[src/lil_pkg.sv]
/*
 Shared constants and types for the location input loader.
 Assumes a 100 MHz system clock and an Avalon-MM master with 32-bit data.
*/
package lil_pkg;
    // register indices; byte address is four times the index
    localparam logic [7:0] LIL_IDX_REFPOS = 8'h55;
    localparam logic [7:0] LIL_IDX_MEAS = 8'h56;
    localparam logic [7:0] LIL_IDX_CTRL = 8'h57;
    localparam int LIL_ADDR_W = 10;
    localparam logic [1:0] LIL_LANE0 = 2'h0;

    // engine_ctrl_status bit positions
    localparam int LIL_BIT_EN = 4;
    localparam int LIL_BIT_DONE = 3;
    localparam int LIL_BIT_PARAM_LOAD_FLAG = 2;
    localparam int LIL_BIT_REF_LOAD_FLAG = 1;
    localparam int LIL_BIT_RUN = 0;

    localparam int LIL_N_REF = 8;
    localparam int LIL_N_COORD = 16;
    localparam logic [3:0] LIL_PTR_FIRST = 4'h0;
    localparam logic [3:0] LIL_PTR_STEP = 4'h1;
    localparam logic [3:0] LIL_N_PARAM = 4'hA;
    localparam logic [3:0] LIL_PAR_A = 4'h0;
    localparam logic [3:0] LIL_PAR_N = 4'h1;
    localparam logic [3:0] LIL_PAR_RSSI0 = 4'h2;

    // completion latency in system clock cycles
    localparam int LIL_RESULT_CYCLES_INT = 1200;
    localparam int LIL_CNT_W = 11;
    localparam logic [LIL_CNT_W-1:0] LIL_RESULT_CYCLES = LIL_CNT_W'(LIL_RESULT_CYCLES_INT);
    localparam logic [LIL_CNT_W-1:0] LIL_CNT_LAST = 11'h001;
    localparam logic [LIL_CNT_W-1:0] LIL_CNT_IDLE = 11'h000;

    // active reference count window
    localparam logic [3:0] LIL_MIN_ACTIVE = 4'h3;
    localparam logic [3:0] LIL_MAX_ACTIVE = 4'h8;
    // reference power window in half units: 30.0 .. 50.0
    localparam logic [7:0] LIL_A_MIN = 8'h3C;
    localparam logic [7:0] LIL_A_MAX = 8'h64;
    localparam logic [7:0] LIL_RSSI_UNUSED = 8'h00;

    // exponent table, value has three fractional bits, entry 31 first
    localparam logic [31:0][7:0] LIL_EXP_TABLE = {
        8'h40, 8'h38, 8'h30, 8'h2C, 8'h28, 8'h25, 8'h24, 8'h23,
        8'h22, 8'h21, 8'h20, 8'h1F, 8'h1E, 8'h1D, 8'h1C, 8'h1B,
        8'h1A, 8'h19, 8'h18, 8'h17, 8'h16, 8'h15, 8'h14, 8'h13,
        8'h12, 8'h11, 8'h10, 8'h0F, 8'h0E, 8'h0C, 8'h0A, 8'h08};

    // coordinate: 6 integer bits, 2 fractional bits
    typedef logic [7:0] lil_coord_t;
    // reference power and signal strength: LSB is a half unit
    typedef logic [7:0] lil_half_t;

    typedef struct packed {
        logic [LIL_N_COORD-1:0][7:0] coord;
        logic [LIL_N_REF-1:0][7:0] rssi;
        lil_half_t ref_power;
        logic [4:0] exp_idx;
        logic [7:0] exp_val;
        logic [LIL_N_REF-1:0] active;
        logic [3:0] act_cnt;
        logic count_ok;
        logic power_ok;
    } lil_inputs_t;

    typedef struct packed {
        logic stall;
        logic [31:0] rdata;
        logic en;
        logic ref_load_flag;
        logic param_load_flag;
        logic done;
        logic start;
        logic [LIL_CNT_W-1:0] cnt;
        logic [3:0] ref_ptr;
        logic [3:0] par_ptr;
        logic [7:0] ref_last;
        logic [7:0] par_last;
        lil_inputs_t inp;
    } lil_state_t;
endpackage : lil_pkg

[src/lil_loader.sv]
/*
 Location input loader: Avalon-MM register slave, reference coordinate
 and measured parameter slot storage, start pulse and completion flag.
 Assumes a single 100 MHz clock and a synchronous Avalon-MM master.
*/
// The Avalon-MM slave port and the address map were decided locally.
`timescale 1ns/1ps
`default_nettype none
module lil_loader (
    // clock and reset
    input wire logic i_clk,
    input wire logic i_rstn,
    // avalon-mm slave
    input wire logic [lil_pkg::LIL_ADDR_W-1:0] i_address,
    input wire logic i_read,
    input wire logic i_write,
    input wire logic [31:0] i_writedata,
    output logic [31:0] o_readdata,
    output logic o_waitrequest,
    // estimation datapath
    output lil_pkg::lil_inputs_t o_inputs,
    output logic o_engine_en,
    output logic o_start,
    output logic o_done
);
    import lil_pkg::*;

    lil_state_t q;
    lil_state_t d;
    logic [7:0] lut_val;
    logic req;
    logic take;
    logic [7:0] wd;
    logic [3:0] rssi_slot;

    function automatic logic hit(input logic [LIL_ADDR_W-1:0] addr, input logic [7:0] idx);
        hit = (addr[LIL_ADDR_W-1:2] == idx) && (addr[1:0] == LIL_LANE0);
    endfunction : hit

    lil_exp_lut u_lut (
        .i_idx(wd[4:0]),
        .o_val(lut_val)
    );

    assign req = i_read | i_write;
    assign take = req & ~q.stall;
    assign wd = i_writedata[7:0];
    assign rssi_slot = q.par_ptr - LIL_PAR_RSSI0;

    always_comb begin
        d = q;
        d.start = 1'b0;
        // one wait cycle per access, then the answer
        d.stall = ~(req & q.stall);
        if (req & q.stall) begin
            d.rdata = '0;
            if (hit(i_address, LIL_IDX_CTRL)) begin
                d.rdata[LIL_BIT_EN] = q.en;
                d.rdata[LIL_BIT_DONE] = q.done;
                d.rdata[LIL_BIT_PARAM_LOAD_FLAG] = q.param_load_flag;
                d.rdata[LIL_BIT_REF_LOAD_FLAG] = q.ref_load_flag;
            end else if (hit(i_address, LIL_IDX_REFPOS)) begin
                d.rdata[7:0] = q.ref_last;
            end else if (hit(i_address, LIL_IDX_MEAS)) begin
                d.rdata[7:0] = q.par_last;
            end
        end
        if (q.en && (q.cnt != LIL_CNT_IDLE)) begin
            d.cnt = q.cnt - LIL_CNT_LAST;
            if (q.cnt == LIL_CNT_LAST) begin
                d.done = 1'b1;
            end
        end
        if (take & i_write) begin
            if (hit(i_address, LIL_IDX_CTRL)) begin
                d.en = wd[LIL_BIT_EN];
                d.ref_load_flag = wd[LIL_BIT_REF_LOAD_FLAG];
                d.param_load_flag = wd[LIL_BIT_PARAM_LOAD_FLAG];
                if (wd[LIL_BIT_REF_LOAD_FLAG] && !q.ref_load_flag) begin
                    d.ref_ptr = LIL_PTR_FIRST;
                end
                if (wd[LIL_BIT_PARAM_LOAD_FLAG] && !q.param_load_flag) begin
                    d.par_ptr = LIL_PTR_FIRST;
                end
                if (wd[LIL_BIT_RUN] && wd[LIL_BIT_EN]) begin
                    d.start = 1'b1;
                    d.done = 1'b0;
                    d.cnt = LIL_RESULT_CYCLES;
                end
            end else if (hit(i_address, LIL_IDX_REFPOS)) begin
                d.ref_last = wd;
                if (q.ref_load_flag) begin
                    d.inp.coord[q.ref_ptr] = wd;
                    d.ref_ptr = q.ref_ptr + LIL_PTR_STEP;
                end
            end else if (hit(i_address, LIL_IDX_MEAS)) begin
                d.par_last = wd;
                // extra writes past ten dropped too
                if (q.param_load_flag && (q.par_ptr < LIL_N_PARAM)) begin
                    if (q.par_ptr == LIL_PAR_A) begin
                        d.inp.ref_power = wd;
                    end else if (q.par_ptr == LIL_PAR_N) begin
                        d.inp.exp_idx = wd[4:0];
                        d.inp.exp_val = lut_val;
                    end else begin
                        d.inp.rssi[rssi_slot[2:0]] = wd;
                    end
                    d.par_ptr = q.par_ptr + LIL_PTR_STEP;
                end
            end
        end
        d.inp.act_cnt = '0;
        for (int i = 0; i < LIL_N_REF; i++) begin
            d.inp.active[i] = (q.inp.rssi[i] != LIL_RSSI_UNUSED);
            d.inp.act_cnt = d.inp.act_cnt + {3'h0, q.inp.active[i]};
        end
        d.inp.count_ok = (q.inp.act_cnt >= LIL_MIN_ACTIVE) && (q.inp.act_cnt <= LIL_MAX_ACTIVE);
        d.inp.power_ok = (q.inp.ref_power >= LIL_A_MIN) && (q.inp.ref_power <= LIL_A_MAX);
    end

    always_ff @(posedge i_clk or negedge i_rstn) begin
        if (!i_rstn) begin
            q <= '0;
            q.stall <= 1'b1;
            q.inp.exp_val <= LIL_EXP_TABLE[0];
        end else begin
            q <= d;
        end
    end

    assign o_readdata = q.rdata;
    assign o_waitrequest = q.stall;
    assign o_inputs = q.inp;
    assign o_engine_en = q.en;
    assign o_start = q.start;
    assign o_done = q.done;

    logic wr_ref;
    logic wr_meas;
    logic wr_ctrl;
    assign wr_ref = take & i_write & hit(i_address, LIL_IDX_REFPOS);
    assign wr_meas = take & i_write & hit(i_address, LIL_IDX_MEAS);
    assign wr_ctrl = take & i_write & hit(i_address, LIL_IDX_CTRL);

    AST_COORD_FILL: assert property (@(posedge i_clk) disable iff (!i_rstn)
        wr_ref && q.ref_load_flag |=> q.inp.coord[$past(q.ref_ptr)] == $past(wd) && q.ref_ptr == $past(q.ref_ptr) + 4'h1)
        else $error("coordinate byte not stored in its slot");
    AST_IGNORE: assert property (@(posedge i_clk) disable iff (!i_rstn)
        wr_ref && !q.ref_load_flag |=> $stable(q.inp.coord) && $stable(q.ref_ptr))
        else $error("coordinate write outside load changed slots");
    AST_PTR_RESET: assert property (@(posedge i_clk) disable iff (!i_rstn)
        wr_ctrl && wd[LIL_BIT_REF_LOAD_FLAG] && !q.ref_load_flag |=> q.ref_ptr == 4'h0 && q.ref_load_flag)
        else $error("reference pointer not reset on load start");
    AST_PARAM_ORDER: assert property (@(posedge i_clk) disable iff (!i_rstn)
        wr_meas && q.param_load_flag && q.par_ptr == 4'h0 |=> q.inp.ref_power == $past(wd) && q.par_ptr == 4'h1)
        else $error("first parameter not taken as reference power");
    AST_EXP_MAP: assert property (@(posedge i_clk) disable iff (!i_rstn)
        q.inp.exp_idx == 5'h0D |-> q.inp.exp_val == 8'h18)
        else $error("exponent index 13 not mapped to 3.000");
    AST_EXP_LOW: assert property (@(posedge i_clk) disable iff (!i_rstn)
        wr_meas && q.param_load_flag && q.par_ptr == 4'h1 |=> q.inp.exp_idx == $past(wd[4:0]))
        else $error("exponent index not taken from low bits");
    AST_UNUSED: assert property (@(posedge i_clk) disable iff (!i_rstn)
        q.inp.rssi[0] == 8'h00 ##1 q.inp.rssi[0] == 8'h00 |=> !q.inp.active[0])
        else $error("zero strength slot reported active");
    AST_COUNT: assert property (@(posedge i_clk) disable iff (!i_rstn)
        q.inp.count_ok |-> $past(q.inp.act_cnt) inside {[4'h3:4'h8]})
        else $error("active count window wrong");
    AST_POWER: assert property (@(posedge i_clk) disable iff (!i_rstn)
        q.inp.power_ok |-> $past(q.inp.ref_power) >= 8'h3C && $past(q.inp.ref_power) <= 8'h64)
        else $error("reference power window wrong");
    AST_DONE_CLR: assert property (@(posedge i_clk) disable iff (!i_rstn)
        q.start |-> !q.done && q.cnt == LIL_RESULT_CYCLES)
        else $error("start did not clear done and load count");
    AST_DONE_SET: assert property (@(posedge i_clk) disable iff (!i_rstn)
        q.en && q.cnt == 11'h001 && !wr_ctrl |=> q.done && q.cnt == 11'h000)
        else $error("done not set at end of count");

    COV_REF_LOAD: cover property (@(posedge i_clk) disable iff (!i_rstn)
        wr_ref && q.ref_load_flag && q.ref_ptr == 4'hF);
    COV_PARAM_LOAD: cover property (@(posedge i_clk) disable iff (!i_rstn)
        wr_meas && q.param_load_flag && q.par_ptr == 4'h9);
    COV_DONE: cover property (@(posedge i_clk) disable iff (!i_rstn) $rose(q.done));
    COV_COUNT_OK: cover property (@(posedge i_clk) disable iff (!i_rstn) $rose(q.inp.count_ok));
endmodule : lil_loader
`default_nettype wire

[src/lil_exp_lut.sv]
/*
 Path-loss exponent lookup: index to fixed-point exponent value.
 Assumes the caller registers the result.
*/
`timescale 1ns/1ps
`default_nettype none
module lil_exp_lut (
    // index in, value out
    input wire logic [4:0] i_idx,
    output logic [7:0] o_val
);
    import lil_pkg::*;

    always_comb begin
        o_val = LIL_EXP_TABLE[i_idx];
    end
endmodule : lil_exp_lut
`default_nettype wire

[config.mk]
export PLATFORM = sky130hd
export DESIGN_NAME = lil_loader
export DESIGN_NICKNAME = d
export VERILOG_FILES = /design/src/lil_pkg.sv /design/src/lil_loader.sv /design/src/lil_exp_lut.sv
export SDC_FILE = /design/constraint.sdc
export NUM_CORES = 1
export LEC_CHECK = 0
export BUFFER_PORTS_ARGS = -buffer_cell sky130_fd_sc_hd__buf_2
export CAP_MARGIN = 20
export CORE_MARGIN = 2
export CORE_UTILIZATION = 55
export CTS_CLUSTER_SIZE = 40
export DETAILED_ROUTE_END_ITERATION = 10
export PLACE_DENSITY = 0.81
export SETUP_SLACK_MARGIN = 0.3
export SYNTH_ARGS = -nofsm -noshare
export SYNTH_HDL_FRONTEND = slang
export SYNTH_SLANG_ARGS = --single-unit
[constraint.sdc]
create_clock -name i_clk -period 3.1 [get_ports i_clk]
set_input_delay 0.155 -clock i_clk [delete_from_list [all_inputs] [get_ports i_clk]]
set_output_delay 0.155 -clock i_clk [all_outputs]
set_load 0.02 [all_outputs]
# Word level (Yosys, flattened, before mapping)
# Memory sizes are Yosys's and may differ from the RTL's.
# Index checks and enable logic that the tools add are counted.
word_totals:
  mem_bits_ro: 256
  wordCells: 161
  in_bits: 46
  register_bits: 276
  mem_count: 1
op_classes:
  n_bitwise: 10
  magnitude_cmp: 10
  eq_ne: 8
  mux: 40
  n_addsub: 11
  n_reduce_logical: 38
memory_table:
  columns: ["memory", "words", "width", "read_ports", "rd_ports_with_merged_regs", "write_ports", "line_no", "source"]
  rows:
  - ["(no name shown)", 32, 8, 1, 0, 0, "lil_exp_lut.sv:15", "o_val = LIL_EXP_TABLE[i_idx];"]
op_table:
  columns: ["operator", "count"]
  rows:
  - ["128-bit 2-to-1 mux", 2]
  - ["85-bit 2-to-1 mux", 3]
  - ["250-bit 2-to-1 mux", 1]
  - ["229-bit 2-to-1 mux", 1]
  - ["128-bit bitwise mux", 1]
  - ["64-bit 2-to-1 mux", 2]
  - ["8-bit 2-to-1 mux", 10]
  - ["64-bit bitwise mux", 1]
  - ["8-bit nonzero test", 8]
  - ["13-bit 2-to-1 mux", 4]
  - ["8-bit demux with 4-bit select", 1]
  - ["4-bit 2-to-1 mux", 8]
  - ["8-bit demux with 3-bit select", 1]
  - ["8-bit by 7-bit == test with 1-bit output (second input constant)", 3]
  - ["4-bit by 1-bit adder with 4-bit output", 4]
  - ["7-bit AND reduction", 2]
  - ["1-bit logical AND", 12]
  - ["4-bit AND reduction", 3]
  - ["11-bit by 1-bit == test with 1-bit output (second input constant)", 1]
  - ["11-bit 2-to-1 mux", 1]
  - ["11-bit nonzero test", 1]
  - ["11-bit by 1-bit subtractor with 11-bit output (second input constant)", 1]
  - ["4-bit by 1-bit adder with 4-bit output (second input constant)", 2]
  - ["8-bit by 6-bit >= comparator with 1-bit output (second input constant)", 1]
  - ["other kinds (29)", 43]

# Logic depth before layout (Yosys ltp)
depth:
  word_depth: 13
  mapped_depth: 9
  ltp_nobuf: 9

# By module
# Synthesis repeated with hierarchy kept, for this count alone.
hier_totals:
  hier_cells: 1116
  area_unflattened_um2: 13810.7
modules_own_cells:
  columns: ["mod", "cells_per_inst", "area_each_um2", "n_inst", "seq_area_each_um2"]
  rows:
  - ["lil_loader", 1072, 13495.4, 1, 6909.1]
  - ["lil_exp_lut", 44, 315.3, 1, 0.0]

# Worst setup path after synthesis
# No wires, ideal clock.
synth_path:
  path_kind: "register -> register"
  startpoint: "register q, in the netlist o_inputs[6]"
  endpoint: "register q, in the netlist o_inputs[4]"
  arrival_time_ns: 2.567
  slack_ns: 0.410
  path_stages_with_launch: 10
  path_buffers: 0
  setup_time_ns: 0.123
  synth_period_minus_slack_ns: 2.690
  required_time_ns: 2.977
  cell_sequence: "dfrtp_1 > fa_1 > inv_1 > fa_1 > fa_1 > inv_1 > ha_1 > inv_1 > fa_1 > xnor2_1"
synth_lines:
  columns: ["element", "line_no", "source"]
  rows:
  - ["start, declared", "lil_loader.sv:28", "lil_state_t q;"]

==> metrics <==
initial antenna violation count 0; share of layout cells above drive strength 1 0.494; Layout Skew about 0.012 ns; Mapped Area 13,600 um^2; worst min path class in2reg; Sw Pwr roughly 1.8 mW; Initial Utilization 0.559; number of failing hold endpoints at the final stage 0; Main synth FF type dfrtp_1; post-synthesis async set-or-reset flop share 1.00; Yosys reg bits roughly 280; slew margin rel. 0.404; synth warn 0; Synth cell types 60; Reg clk slew, reported paths 0.06 ns; leakage 7.88 nW; Buf/Inv on CP 3; largest net degree at the start of global routing 86; DP HPWL roughly 20 mm; Post-synth EDFFs 0; crit-path cells fa_1 -> inv_1 -> fa_1 -> fa_1 -> inv_1 -> ha_1 -> inv_1 -> fa_1 -> xnor2_1; Startpoint Class flop; Placeable Area between 20,000 and 25,000 um^2; worst-margin pin slew just under 0.9 ns; Int Power about 6 mW; Fmax achieved around 360 MHz; Die Width about 160 um; slowest CP cell fa_1; Worst Path Arrival 3.21 ns; status complete, no violations; Final Critical Period about 2.8 ns; diodes inserted 0; syn avg cell area around 12 um^2; DR vias/cell ~5.5; DRC errors left 0; final worst setup slack 0.310 ns; Synth Instances 1,112; gr usage total 0.225; storage element area roughly 7000 um^2; sw frac 0.231; Post-CTS Setup Bufs 0; Post-Place Cells approximately 1,400; CP Capture Type flop; DR WL/cell just under 20 um; area of the multi-input gates about 4600 um^2; Gates resized, CTS repair 0; first-pass GRT wire length about 46 mm; power per cell area ~540 nW/um^2; CTS tree built; Largest stage delay, worst path between 0.5 and 0.6 ns; Die Span Y between 150 and 200 um; fin cells around 1,500; final setup violation count 0; max cap viols 0; CTS H-tree lvls 1; Post-Route WL 29.4 mm; VDD IR max between 0.4 and 0.5 mV; # rows 57; gr ovfl total 0; Clk pwr share 0.463; Root Buffer clkbuf_16; Vias just over 8,000; Synth-to-Final Area Change 6.28%; Sum Neg Setup Slack 0 ns; Seq/Total Area, Yosys 0.507; CP delay by family, top adder cells; share of the clock period used by the worst path 0.900; TritonCTS Buffers 29; drt pass-1 iters 4; DRT iter0 DRCs between 300 and 400; worst slack, placed 0.314 ns; Final nets about 1,200; CP max FO 2; pins over their slew limit 0; clk sinks ~280; Post-DP Area between 10,000 and 15,000 um^2; RSZ-0062 raised after global routing true; vias in the first global route 8,122; clk buf depth 3; final core area utilization 0.594; Total Die Area roughly 26,000 um^2; Placer Congestion about 0.84; clk_lat worst skew about 0.55 ns; final instance area roughly 14,000 um^2; most frequent cells in the layout 273 x dfrtp_1, 258 x buf_2, 217 x mux2_2; Seq pwr share 0.477; crit-path most repeated cell fa_1; class of the most critical setup path reg2reg; Gate power share 0.060; Top Ports a little over 300; Filler cells slightly below 2,000; port buffer count 259; post-route ant nets 0; WP data required around 3.5 ns; commonest non-fill, non-tap cell in the layout dfrtp_1
==> per-layer routing <==
layer | share of wire | global-route usage | wire length, um | vias to the layer above
met5 | 0 | 0 | 0 | -
met4 | 0.027 | 0.0617 | 781 | 0
met3 | 0.069 | 0.0501 | 2020 | 55
met2 | 0.49 | 0.380 | 14400 | 316
met1 | 0.42 | 0.295 | 12200 | 4125
li1 | - | - | - | 3624
==> logic make-up (layout without fill, tap and decap cells) <==
logic type	Yosys count	in the layout	share of synthesized area
simple gates	170	170	0.0793
flops	275	275	0.507
buf+inv	333	357	0.164
compound gates	81	81	0.0378
mux	228	228	0.189
other cells	1	25	0.000276
xor+xnor	4	4	0.00258
fa+ha+maj	20	20	0.0206
==> final timing paths <==
path | from | end | slack (ns) | depth (start not counted)
max | o_inputs[6] | o_inputs[4] | 0.31 | 9
min | i_write | o_waitrequest | 0.02 | 3
max reg2reg | o_inputs[6] | o_inputs[4] | 0.31 | 9
min reg2reg | o_inputs[34] | o_inputs[0] | 0.45 | 1
max in group asynchronous | i_rstn | async pin | 2.00 | 3
min in group asynchronous | i_rstn | o_inputs[19] | 0.18 | 2
==> cell usage after synthesis, types with 3 or more instances <==
| master | n | share of area |
|---|---|---|
| xnor2_1 | 3 | 0.0019 |
| nor3b_1 | 5 | 0.0028 |
| a22oi_1 | 10 | 0.0055 |
| mux2_1 | 6 | 0.0050 |
| or3_1 | 6 | 0.0028 |
| a211oi_1 | 5 | 0.0028 |
| ha_1 | 16 | 0.015 |
| nor4_1 | 18 | 0.0083 |
| nor2_1 | 18 | 0.0050 |
| buf_4 | 260 | 0.14 |
| or4_1 | 5 | 0.0028 |
| nor3_2 | 9 | 0.0066 |
| o41ai_1 | 3 | 0.0019 |
| and3_1 | 4 | 0.0018 |
| a21oi_1 | 10 | 0.0037 |
| nand3_1 | 16 | 0.0059 |
| mux2_2 | 217 | 0.18 |
| nor3_1 | 8 | 0.0029 |
| nand3_2 | 9 | 0.0066 |
| o31ai_1 | 9 | 0.0050 |
| o21ai_0 | 32 | 0.012 |
| nor2b_1 | 6 | 0.0028 |
| buf_2 | 4 | 0.0015 |
| fa_1 | 4 | 0.0059 |
| nand4_1 | 5 | 0.0023 |
| nand2_1 | 37 | 0.010 |
| inv_1 | 29 | 0.0080 |
| clkbuf_1 | 40 | 0.011 |
| mux2i_1 | 5 | 0.0037 |
| dfrtp_1 | 273 | 0.50 |
==> per-stage QoR <==
stage          power [mW]  hold WS [ns]
2_1_floorplan        4.06        -0.141
4_1_cts              7.87       0.00792
3_5_place_dp         4.24         0.183
6_report             7.79        0.0239
3_3_place_gp         4.23         0.191
5_1_grt              8.07        0.0250
==> worst register-to-register path: stages, from the launching register on <==
cell	delay (ns)
dfrtp_1	0.40
fa_1	0.53
inv_1	0.05
fa_1	0.49
fa_1	0.42
inv_1	0.07
ha_1	0.16
inv_1	0.05
fa_1	0.37
xnor2_1	0.14
==> layout make-up <==
type / count / share of cell area
Sequential cell: 275 / 0.477
Multi-Input combinational cell: 528 / 0.316
Timing Repair Buffer: 277 / 0.102
Clock buffer: 37 / 0.0572
Tap cell: 324 / 0.0281
Clock inverter: 14 / 0.0127
Inverter: 29 / 0.00754
==> power groups by stage <==
stage,combinational (mW),clock [mW],sequential (mW)
2_1_floorplan,0.300,0,3.76
3_3_place_gp,0.457,0,3.77
3_5_place_dp,0.470,0,3.77
4_1_cts,0.473,3.68,3.71
5_1_grt,0.527,3.82,3.72
6_report,0.470,3.61,3.71
==> timing repair <==
action	in CTS	in global routing
hold buffers	2	0
endpoints found under the setup margin	2	2
pin swaps	0	1
hold endpoints to repair	79	0
Power figures use the tool's default switching activity.
